--- config.mk ---
export PLATFORM = sky130hd
export DESIGN_NAME = lhu_load_unit
export DESIGN_NICKNAME = d
export VERILOG_FILES = /design/src/lhu_pkg.sv /design/src/lhu_fifo.sv /design/src/lhu_load_unit.sv
export SDC_FILE = /design/constraint.sdc
export NUM_CORES = 1
export LEC_CHECK = 0
export BUFFER_PORTS_ARGS = -buffer_cell sky130_fd_sc_hd__clkbuf_2
export CELL_PAD_IN_SITES_DETAIL_PLACEMENT = 0
export CELL_PAD_IN_SITES_GLOBAL_PLACEMENT = 1
export CORE_UTILIZATION = 48
export CTS_BUF_LIST = sky130_fd_sc_hd__clkbuf_8 sky130_fd_sc_hd__clkbuf_16
export DETAILED_ROUTE_END_ITERATION = 12
export PLACE_DENSITY = 0.89
export SYNTH_ARGS = -nofsm -noshare
export SYNTH_HDL_FRONTEND = slang
export SYNTH_HIERARCHICAL = 1
export SYNTH_SLANG_ARGS = --single-unit
--- constraint.sdc ---
create_clock -name ref_clk -period 6.2 [get_ports ref_clk]
set_clock_uncertainty 0.15 [all_clocks]
set_input_delay 0 -clock ref_clk [delete_from_list [all_inputs] [get_ports ref_clk]]
set_output_delay 0 -clock ref_clk [all_outputs]
set_load 0.03 [all_outputs]
--- src/lhu_pkg.sv ---
// Purpose: shared constants and types for the half/multi/string load unit
// Assumes: 32-bit words, big-endian bit numbering as in the ISA (bit 0 = MSB)
// Notes:   opcode values, field positions and reset values live here
`default_nettype none
package lhu_pkg;
    // ------------------------------------------------------------
    // opcodes
    // ------------------------------------------------------------
    localparam logic [5:0] OP_EXT      = 6'h1F;
    localparam logic [5:0] OP_LHS      = 6'h2A;
    localparam logic [5:0] OP_LHSU     = 6'h2B;
    localparam logic [5:0] OP_LHZ      = 6'h28;
    localparam logic [5:0] OP_LHZU     = 6'h29;
    localparam logic [5:0] OP_LMW      = 6'h2E;
    localparam logic [9:0] XO_LHSUX    = 10'h177;
    localparam logic [9:0] XO_LHSX     = 10'h157;
    localparam logic [9:0] XO_LHZUX    = 10'h137;
    localparam logic [9:0] XO_LHZX     = 10'h117;
    localparam logic [9:0] XO_LHBRX    = 10'h316;
    localparam logic [9:0] XO_LWBRX    = 10'h216;
    localparam logic [9:0] XO_LSWI     = 10'h255;
    localparam logic [9:0] XO_LSWX     = 10'h215;
    localparam logic [9:0] XO_LWRSV    = 10'h014;
    // ------------------------------------------------------------
    // field positions (verilog bit index, MSB = 31)
    // ------------------------------------------------------------
    localparam int POS_OPCD = 26;
    localparam int POS_RD   = 21;
    localparam int POS_RA   = 16;
    localparam int POS_RB   = 11;
    localparam int POS_XO   = 1;
    localparam int POS_XCNT = 0;   // byte count in exception reg [25:31]
    localparam int NUM_REGS = 32;
    localparam int FIFO_DEPTH = 8;
    localparam logic [31:0] RST_WORD = 32'h0000_0000;
    localparam logic [6:0]  STR_IMM_ZERO_CNT = 7'h20;
    localparam logic [31:0] WORD_STEP = 32'h0000_0004;

    // ------------------------------------------------------------
    // types
    // ------------------------------------------------------------
    typedef enum logic [3:0] {
        K_HALF_S = 4'h0, K_HALF_Z = 4'h1, K_HALF_BR = 4'h2,
        K_WORD_BR = 4'h3, K_MULTI = 4'h4, K_STR = 4'h5,
        K_RSV = 4'h6, K_NONE = 4'h7
    } lhu_kind_t;

    typedef struct packed {
        logic [4:0]  dest;
        logic [31:0] data;
    } lhu_gpr_wr_t;

    typedef struct packed {
        logic        align;
        logic        invalid;
        logic        illegal;
        logic [31:0] addr;
    } lhu_exc_t;
endpackage : lhu_pkg
`default_nettype wire

--- src/lhu_fifo.sv ---
// Purpose: small valid/ready FIFO for register write-back words
// Assumes: single clock, asynchronous active-high reset
// Notes:   full/empty are exact; output data is read straight from memory at the read pointer
`timescale 1ns/1ps
`default_nettype none
module lhu_fifo #(
    parameter int WIDTH = 37,
    parameter int DEPTH = 8
) (
    input  wire logic             ref_clk,
    input  wire logic             rst,
    input  wire logic             inValid,
    output logic                  inReady,
    input  wire logic [WIDTH-1:0] inData,
    output logic                  outValid,
    input  wire logic             outReady,
    output logic      [WIDTH-1:0] outData
);
    localparam int AW = $clog2(DEPTH);
    logic [WIDTH-1:0] mem [DEPTH];
    logic [AW-1:0]    wrPtr_reg;
    logic [AW-1:0]    rdPtr_reg;
    logic [AW:0]      count_reg;
    wire              doPush = inValid && inReady;
    wire              doPop  = outValid && outReady;

    // ------------------------------------------------------------
    // flags
    // ------------------------------------------------------------
    // room while fewer than DEPTH words are held; empty must accept
    assign inReady  = (count_reg < (AW+1)'(DEPTH));
    assign outValid = (count_reg != '0);
    assign outData  = mem[rdPtr_reg];

    // storage and pointers
    always_ff @(posedge ref_clk or posedge rst) begin
        if (rst) begin
            wrPtr_reg <= '0;
            rdPtr_reg <= '0;
            count_reg <= '0;
        end else begin
            if (doPush) wrPtr_reg <= wrPtr_reg + 1'b1;
            if (doPop)  rdPtr_reg <= rdPtr_reg + 1'b1;
            count_reg <= count_reg + (AW+1)'(doPush) - (AW+1)'(doPop);
        end
    end

    // memory has no reset on purpose
    always_ff @(posedge ref_clk) begin
        if (doPush) mem[wrPtr_reg] <= inData;
    end
endmodule : lhu_fifo
`default_nettype wire

--- src/lhu_load_unit.sv ---
// Purpose: load execution for half-word, byte-reverse, multiple, string
//          and reserve loads: address, formatting, write-back, checks
// Assumes: data memory answers one word per request in order; register
//          file reads are combinational on the same clock
// Notes:   write-backs go through an 8-word FIFO toward the register file
// Operation
// - sign half loads: half in low 16 bits, its top bit replicated above
// - zero half loads: half in low 16 bits, upper 16 bits cleared
// - address is base-or-zero plus index, or plus sign-extended offset
// - update forms write the computed address back into the base
// - update half forms invalid when base is zero or equals dest
// - indexed update halves: primary 0x1F, extended 0x177 signed, 0x137 zero
// - primaries 0x2B signed update, 0x28 zero, 0x29 zero update, 0x2E multi
// - byte-reversed half: swap two bytes, clear upper 16 bits
// - byte-reversed word: reverse all four bytes
// - byte-reversed loads take the same cycles as ordinary loads
// - multiple: 32 minus dest words, dest to r31, address plus four each
// - multiple raises alignment fault on address not multiple of four
// - multiple and immediate string invalid if base lies in loaded range
// - immediate string count from field, zero means 32, address base-or-zero
// - indexed string count from exception reg low seven bits, ceil n/4
// - strings fill registers high byte first, wrapping r31 to r0
// - last partly filled string register has its low bytes cleared
// - indexed string with zero count loads nothing
// - indexed string: base/index in range illegal; dest equal them invalid
// - reserve load loads word and replaces reservation address
// - reserve load raises alignment fault on unaligned address
`timescale 1ns/1ps
`default_nettype none
module lhu_load_unit (
    input  wire logic                 ref_clk,
    input  wire logic                 rst,
    input  wire logic                 instValid,
    input  wire logic [31:0]          instWord,
    output logic                      instReady,
    output logic [4:0]                rdAddrA,
    output logic [4:0]                rdAddrB,
    input  wire logic [31:0]          rdDataA,
    input  wire logic [31:0]          rdDataB,
    input  wire logic [6:0]           fixedPointExceptionReg,
    output logic                      memReq,
    output logic [31:0]               memAddr,
    input  wire logic                 memAck,
    input  wire logic [31:0]          memData,
    output logic                      gprWrValid,
    input  wire logic                 gprWrReady,
    output lhu_pkg::lhu_gpr_wr_t      gprWr,
    output logic                      excValid,
    output lhu_pkg::lhu_exc_t         exc,
    output logic                      rsvValid,
    output logic [31:0]               rsvAddr
);
    typedef enum logic [3:0] {
        S_IDLE = 4'b0001, S_ADDR = 4'b0010,
        S_MEM  = 4'b0100, S_UPD  = 4'b1000
    } lhu_state_t;

    lhu_state_t       state_reg, state_next;
    lhu_pkg::lhu_kind_t kind_reg;
    logic [31:0]      inst_reg;
    logic [31:0]      addr_reg;
    logic [31:0]      ea_reg;
    logic [6:0]       bytesLeft_reg;
    logic [4:0]       dest_reg;
    logic             upd_reg;
    logic             memReq_reg;
    logic             excValid_reg;
    lhu_pkg::lhu_exc_t exc_reg;
    logic             rsvValid_reg;
    logic [31:0]      rsvAddr_reg;
    logic             fifoInValid;
    logic             fifoInReady;
    lhu_pkg::lhu_gpr_wr_t fifoIn;
    logic [6:0]       xcnt_s1_reg, xcnt_reg;

    // ------------------------------------------------------------
    // decode of the held instruction
    // ------------------------------------------------------------
    wire [5:0] opcd  = inst_reg[31:lhu_pkg::POS_OPCD];
    wire [4:0] fRd   = inst_reg[25:lhu_pkg::POS_RD];
    wire [4:0] fRa   = inst_reg[20:lhu_pkg::POS_RA];
    wire [4:0] fRb   = inst_reg[15:lhu_pkg::POS_RB];
    wire [9:0] fXo   = inst_reg[10:lhu_pkg::POS_XO];
    wire       isExt = (opcd == lhu_pkg::OP_EXT);
    wire isLhsu  = opcd == lhu_pkg::OP_LHSU;
    wire isLhzu  = opcd == lhu_pkg::OP_LHZU;
    wire isLhsux = isExt && fXo == lhu_pkg::XO_LHSUX;
    wire isLhzux = isExt && fXo == lhu_pkg::XO_LHZUX;
    wire isHalfS = opcd == lhu_pkg::OP_LHS || isLhsu || isLhsux ||
                   (isExt && fXo == lhu_pkg::XO_LHSX);
    wire isHalfZ = opcd == lhu_pkg::OP_LHZ || isLhzu || isLhzux ||
                   (isExt && fXo == lhu_pkg::XO_LHZX);
    wire isHbr   = isExt && fXo == lhu_pkg::XO_LHBRX;
    wire isWbr   = isExt && fXo == lhu_pkg::XO_LWBRX;
    wire isMulti = opcd == lhu_pkg::OP_LMW;
    wire isStrI  = isExt && fXo == lhu_pkg::XO_LSWI;
    wire isStrX  = isExt && fXo == lhu_pkg::XO_LSWX;
    wire isRsv   = isExt && fXo == lhu_pkg::XO_LWRSV;
    wire isUpd   = isLhsu || isLhzu || isLhsux || isLhzux;
    wire isDisp  = !isExt;

    // in-range test for a register inside a wrapped run of nr registers
    function automatic logic inRun(input logic [4:0] r, input logic [4:0] d,
                                   input logic [5:0] nr);
        logic [4:0] ofs;
        ofs = r - d;
        return nr != 6'h00 && {1'b0, ofs} < nr;
    endfunction : inRun

    // ------------------------------------------------------------
    // counts and address
    // ------------------------------------------------------------
    wire [4:0]  nbField  = fRb;
    wire [6:0]  strCnt   = isStrI ? ((nbField == 5'h00) ?
                           lhu_pkg::STR_IMM_ZERO_CNT : {2'b00, nbField})
                           : xcnt_reg;
    // one spare bit so a count of 127 does not wrap before the divide
    wire [5:0]  strRegs  = 6'(({1'b0, strCnt} + 8'h03) >> 2);
    wire [5:0]  multRegs = 6'(6'd32 - {1'b0, fRd});
    wire [31:0] baseVal  = (fRa == 5'h00) ? 32'h0000_0000 : rdDataA;
    wire [31:0] offVal   = isDisp ? {{16{inst_reg[15]}}, inst_reg[15:0]}
                           : (isStrI ? 32'h0000_0000 : rdDataB);
    wire [31:0] eaCalc   = baseVal + offVal;
    wire badUpd   = isUpd && (fRa == 5'h00 || fRa == fRd);
    wire badMulti = isMulti && inRun(fRa, fRd, multRegs);
    wire badStrI  = isStrI && inRun(fRa, fRd, strRegs);
    wire badStrX  = isStrX && (fRd == fRa || fRd == fRb);
    wire illStrX  = isStrX && (inRun(fRa, fRd, strRegs) ||
                    inRun(fRb, fRd, strRegs));
    wire misAlign = (isMulti || isRsv) && eaCalc[1:0] != 2'b00;
    wire anyBad   = badUpd || badMulti || badStrI || badStrX || illStrX;
    wire noKind   = !(isHalfS || isHalfZ || isHbr || isWbr || isMulti ||
                      isStrI || isStrX || isRsv);

    assign rdAddrA = fRa;
    assign rdAddrB = fRb;

    // ------------------------------------------------------------
    // data formatting (same path for all kinds, no extra cycle)
    // ------------------------------------------------------------
    wire [15:0] halfW = addr_reg[1] ? memData[15:0] : memData[31:16];
    wire [1:0]  lane  = 2'(bytesLeft_reg);
    wire [31:0] strMask = (bytesLeft_reg >= 7'h04) ? 32'hFFFF_FFFF :
                          (lane == 2'd3) ? 32'hFFFF_FF00 :
                          (lane == 2'd2) ? 32'hFFFF_0000 : 32'hFF00_0000;
    wire [31:0] fmtData =
        (kind_reg == lhu_pkg::K_HALF_S) ? {{16{halfW[15]}}, halfW} :
        (kind_reg == lhu_pkg::K_HALF_Z) ? {16'h0000, halfW} :
        (kind_reg == lhu_pkg::K_HALF_BR) ?
            {16'h0000, halfW[7:0], halfW[15:8]} :
        (kind_reg == lhu_pkg::K_WORD_BR) ? {memData[7:0], memData[15:8],
            memData[23:16], memData[31:24]} :
        (kind_reg == lhu_pkg::K_STR) ? (memData & strMask) :
        memData;
    wire lastBeat = (kind_reg == lhu_pkg::K_MULTI) ? (dest_reg == 5'd31) :
                    (kind_reg == lhu_pkg::K_STR) ? (bytesLeft_reg <= 7'h04) :
                    1'b1;

    // ------------------------------------------------------------
    // state machine
    // ------------------------------------------------------------
    always_comb begin
        state_next = state_reg;
        unique case (state_reg)
            S_IDLE: if (instValid) state_next = S_ADDR;
            S_ADDR: begin
                if (noKind || anyBad || misAlign) state_next = S_IDLE;
                else if (isStrX && strCnt == 7'h00) state_next = S_IDLE;
                else state_next = S_MEM;
            end
            S_MEM: if (memAck && fifoInReady && lastBeat)
                       state_next = upd_reg ? S_UPD : S_IDLE;
            S_UPD: if (fifoInReady) state_next = S_IDLE;
            default: state_next = S_IDLE;
        endcase
    end

    // memory is held off while the FIFO is full, so no word is dropped
    assign fifoInValid = (state_reg == S_MEM && memAck) ||
                         (state_reg == S_UPD);
    assign fifoIn.dest = (state_reg == S_UPD) ? fRa : dest_reg;
    assign fifoIn.data = (state_reg == S_UPD) ? ea_reg : fmtData;
    assign instReady   = (state_reg == S_IDLE);
    assign memReq      = memReq_reg;
    assign memAddr     = addr_reg;
    assign excValid    = excValid_reg;
    assign exc         = exc_reg;
    assign rsvValid    = rsvValid_reg;
    assign rsvAddr     = rsvAddr_reg;

    // count byte from the exception register is synchronised first
    always_ff @(posedge ref_clk or posedge rst) begin
        if (rst) begin
            xcnt_s1_reg <= '0;
            xcnt_reg    <= '0;
        end else begin
            xcnt_s1_reg <= fixedPointExceptionReg;
            xcnt_reg    <= xcnt_s1_reg;
        end
    end

    // sequencing registers
    always_ff @(posedge ref_clk or posedge rst) begin
        if (rst) begin
            state_reg     <= S_IDLE;
            inst_reg      <= lhu_pkg::RST_WORD;
            kind_reg      <= lhu_pkg::K_NONE;
            addr_reg      <= lhu_pkg::RST_WORD;
            ea_reg        <= lhu_pkg::RST_WORD;
            bytesLeft_reg <= '0;
            dest_reg      <= '0;
            upd_reg       <= 1'b0;
            memReq_reg    <= 1'b0;
        end else begin
            state_reg <= state_next;
            if (state_reg == S_IDLE && instValid) inst_reg <= instWord;
            if (state_reg == S_ADDR) begin
                addr_reg      <= eaCalc;
                ea_reg        <= eaCalc;
                dest_reg      <= fRd;
                upd_reg       <= isUpd;
                bytesLeft_reg <= strCnt;
                memReq_reg    <= (state_next == S_MEM);
                kind_reg <= isHalfS ? lhu_pkg::K_HALF_S :
                            isHalfZ ? lhu_pkg::K_HALF_Z :
                            isHbr   ? lhu_pkg::K_HALF_BR :
                            isWbr   ? lhu_pkg::K_WORD_BR :
                            isMulti ? lhu_pkg::K_MULTI :
                            (isStrI || isStrX) ? lhu_pkg::K_STR :
                            isRsv   ? lhu_pkg::K_RSV : lhu_pkg::K_NONE;
            end else if (state_reg == S_MEM && memAck && fifoInReady) begin
                addr_reg      <= addr_reg + lhu_pkg::WORD_STEP;
                dest_reg      <= dest_reg + 5'd1;
                bytesLeft_reg <= bytesLeft_reg - 7'h04;
                memReq_reg    <= !lastBeat;
            end else if (state_reg == S_MEM) begin
                memReq_reg    <= fifoInReady;
            end
        end
    end

    // exception report and reservation, one pulse per fault
    always_ff @(posedge ref_clk or posedge rst) begin
        if (rst) begin
            excValid_reg <= 1'b0;
            exc_reg      <= '0;
            rsvValid_reg <= 1'b0;
            rsvAddr_reg  <= lhu_pkg::RST_WORD;
        end else begin
            excValid_reg <= (state_reg == S_ADDR) &&
                            (anyBad || misAlign);
            exc_reg.align   <= misAlign;
            exc_reg.invalid <= badUpd || badMulti || badStrI || badStrX;
            exc_reg.illegal <= illStrX;
            exc_reg.addr    <= eaCalc;
            if (state_reg == S_ADDR && isRsv && !misAlign) begin
                rsvValid_reg <= 1'b1;
                rsvAddr_reg  <= {eaCalc[31:2], 2'b00};
            end
        end
    end

    // ------------------------------------------------------------
    // write-back buffer
    // ------------------------------------------------------------
    lhu_fifo #(
        .WIDTH ($bits(lhu_pkg::lhu_gpr_wr_t)),
        .DEPTH (lhu_pkg::FIFO_DEPTH)
    ) u_wb_fifo (
        .ref_clk  (ref_clk),
        .rst      (rst),
        .inValid  (fifoInValid),
        .inReady  (fifoInReady),
        .inData   (fifoIn),
        .outValid (gprWrValid),
        .outReady (gprWrReady),
        .outData  (gprWr)
    );
endmodule : lhu_load_unit
`default_nettype wire

==> summary.txt <==
Critical path
  – R2R cell count: 17
  – Type of origin of the critical path: flip-flop
  – FF-to-FF End: exc[30]$_DFF_PP0_
  – Crit path capture type: flip-flop
  – Worst-path fanout max: 22
  – RR Startpoint: inst_reg[31]$_DFFE_PP0P_
  – WP data required: 6.54 ns
  – Kind of critical path: flip-flop to flip-flop
  – Worst Setup SP: inst_reg[31]$_DFFE_PP0P_
  – R2R setup slack: 1.06 ns
  – CP Data Arrival Time: 5.48 ns
  – CP endpoint: exc[30]$_DFF_PP0_

Floorplan
  – DIE HEIGHT: 224.5 µm
  – Total core area: 0.04885 mm²
  – Starting Density: 48.65%
  – Die Width: 224.5 µm
  – # IOs: 291
  – Die area: 0.05040 mm²
  – Row cnt: 81

Synthesis
  – Multiplexer share of the synthesized area: 10.88%
  – Complex-gate fraction of the synthesized area: 9.978%
  – Xor/xnor share of the synthesized area: 2.985%
  – Largest family of logic cells by synthesized area: multiplexers
  – YS warnings: 6
  – Number of distinct library cells after synthesis: 82
  – Register area share after synthesis: 59.33%
  – Avg Inst Size Synth: 12.73 µm²
  – Synthesized flop and latch total: 504
  – Syn Std Cell Area: 0.02376 mm²
  – Post-synth ARST share: 41.27%
  – Top FF cell, synth: edfxtp_1
  – Post-Synth Simple-Gate Area: 10.55%
  – Adder-Cell Fraction of Synth Area: 3.654%
  – Cells after Synth: 1867
  – Post-synth EDFFs: 296

Clocking
  – CTS HTree Levels: 2
  – Setup bufs post-CTS: 0
  – # clock sinks: 504
  – Max Buffers Root-to-Sink: 3
  – TritonCTS clock tree: done
  – CTS clk-pin slew, worst paths: 0.06 ns
  – Hold bufs inserted after CTS: 150
  – CTS Root Cell: clkbuf_16
  – Total CTS buffers: 50
  – Skew-Pair Late Insertion Delay: 0.60 ns
  – # resized after CTS: 0

Drt
  – DR WL/cell: 23.09 µm
  – First DRT Iteration DRCs: 1735
  – Avg Vias per Cell: 5.789
  – # DRC: 0
  – Drt first pass iters: 6
  – Routed vias: 17330
  – Final ANT Viol Nets: 0
  – Total wire length: 69.13 mm

Global route
  – Vias in the first global route: 17610
  – Gr usage total: 27.65%
  – Initial antenna violation count: 3
  – Global-route wire length before repair: 104.8 mm
  – GR Overflow Total: 0
  – Largest net degree at the start of global routing: 95

Place
  – Port Buffer Count: 288
  – Routability cong.: 0.9454
  – Hpwl dp: 46.44 mm

Outcome
  – Run status: finished, final reports clean

Pwr
  – Clock power share: 19.9%
  – Sw power: 6.397 mW
  – Maximum vdd drop: 0.0002782 V
  – P_leak: 11.86 nW
  – Sequential share of power: 33.9%
  – Internal: 8.934 mW
  – Comb power frac: 46.2%
  – Switching part of the total: 41.72%
  – Power Density: 528.3 mW/mm²

Cells and area
  – Max reg flops: 296
  – Share of cells above drive strength 1: 24.45%
  – Commonest non-fill, non-tap cell in the layout: edfxtp_1
  – Final net count: 2495
  – Area growth, synth to finish: 22.11%
  – Most frequent cells in the layout: edfxtp_1, clkbuf_2, nand2_1

Timing
  – Final period util: 82.87%
  – Slew Limit Fails: 0
  – Fin Setup TNS: 0 ns
  – Unrepaired setup endpoints after global routing: no
  – Fin. Hold Viols: 0
  – Max frequency: 194.6 MHz
  – Minimum clock period: 5.138 ns
  – Final setup fails: 0
  – Hold slack: 0.01951 ns
  – Worst slew margin: 13.41%
  – Tightest Pin Transition: 1.298 ns

Job
  – Max_cap viols: 0

Worst hold path
  – Worst hold path class: primary input to flip-flop
cell type report:
type,instances,area (µm²)
fill,3933,19830
sequential,504,14100
multi-input combinational,1226,9094
timing repair buffer,464,3163
clock buffer,53,1304
tap,664,830.8
clock inverter,38,350.3
inverter,42,165.2
antenna,3,7.507
worst min path at each step:
stage | cells after the start | from | to | slack [ns]
after floorplan | 1 | rst | u_wb_fifo/count_reg[0]$_DFF_PP0_ | -0.31
after global placement | 2 | rst | u_wb_fifo/count_reg[2]$_DFF_PP0_ | -0.09
after detailed placement | 2 | rst | u_wb_fifo/count_reg[0]$_DFF_PP0_ | -0.09
after CTS | 3 | memData[30] | u_wb_fifo/mem[2][30]$_DFFE_PP_ | 0.0009
after global routing | 3 | rdDataA[1] | exc[1]$_DFF_PP0_ | 0.04
final | 4 | rdDataA[7] | exc[7]$_DFF_PP0_ | 0.02
cell usage after synthesis (42+ instances only):
master	number	area [µm²]
edfxtp_1	296	8889
nand2_1	278	1044
dfrtp_1	204	5105
nor2_1	105	394.1
a21oi_1	96	480.5
o21ai_0	94	470.5
mux4_2	72	1622
mux2_2	69	777.0
clkbuf_1	66	247.7
ha_1	63	788.3
nor2b_1	48	300.3
inv_1	42	157.7
xnor2_1	42	367.9
layer usage:
metal | routed length [µm] | GRT usage, %
met5 | 11 | 0
met4 | 1727 | 7.220
met3 | 6092 | 5.892
met2 | 33410 | 45.80
met1 | 27880 | 37.09
per-stage QoR:
stage	cells	setup WS [ns]	instance area, µm²	power [mW]	util (%)
after floorplan	1868	0.6593	23770	9.886	-
final	2994	1.062	29020	15.33	59.40
after detailed placement	2750	1.337	25850	11.96	52.93
after CTS	2991	1.119	29010	15.33	59.39
after global placement	2750	1.463	25850	11.79	52.93
after global routing	2993	0.8462	29020	16.16	59.40
critical path, stage by stage, from the launching register on:
cell and delay [ns]:
dfrtp_1 0.39, nand4b_1 0.26, or4_1 0.60, nor2_1 0.14, buf_4 0.27, a21oi_1 0.09, ha_1 0.24, fa_1 0.43
a211oi_1 0.32, o21a_1 0.20, o31a_1 0.13, a21bo_2 0.21, a31oi_2 0.13, a22o_1 0.27, a211oi_1 0.25, xor2_1 0.30
dlygate4sd3_1 0.60, inv_1 0.04
logic make-up (layout without fill, tap and decap cells):
kind of cell | Yosys count | after routing
simple gates | 553 | 553
compound gates | 367 | 367
buf+inv | 138 | 597
flops | 504 | 504
fa+ha+maj | 67 | 67
other cells | 1 | 5
xor+xnor | 81 | 81
mux | 156 | 156
power by group through the flow:
stage | Sequential [mW] | Clock, mW | Combinational (mW)
final | 5.19 | 3.06 | 7.08
after global routing | 5.27 | 3.22 | 7.68
after CTS | 5.19 | 3.10 | 7.05
after detailed placement | 5.24 | 0 | 6.72
after global placement | 5.22 | 0 | 6.57
after floorplan | 5.28 | 0 | 4.60
Note: power is estimated with default switching activity, not from simulation.
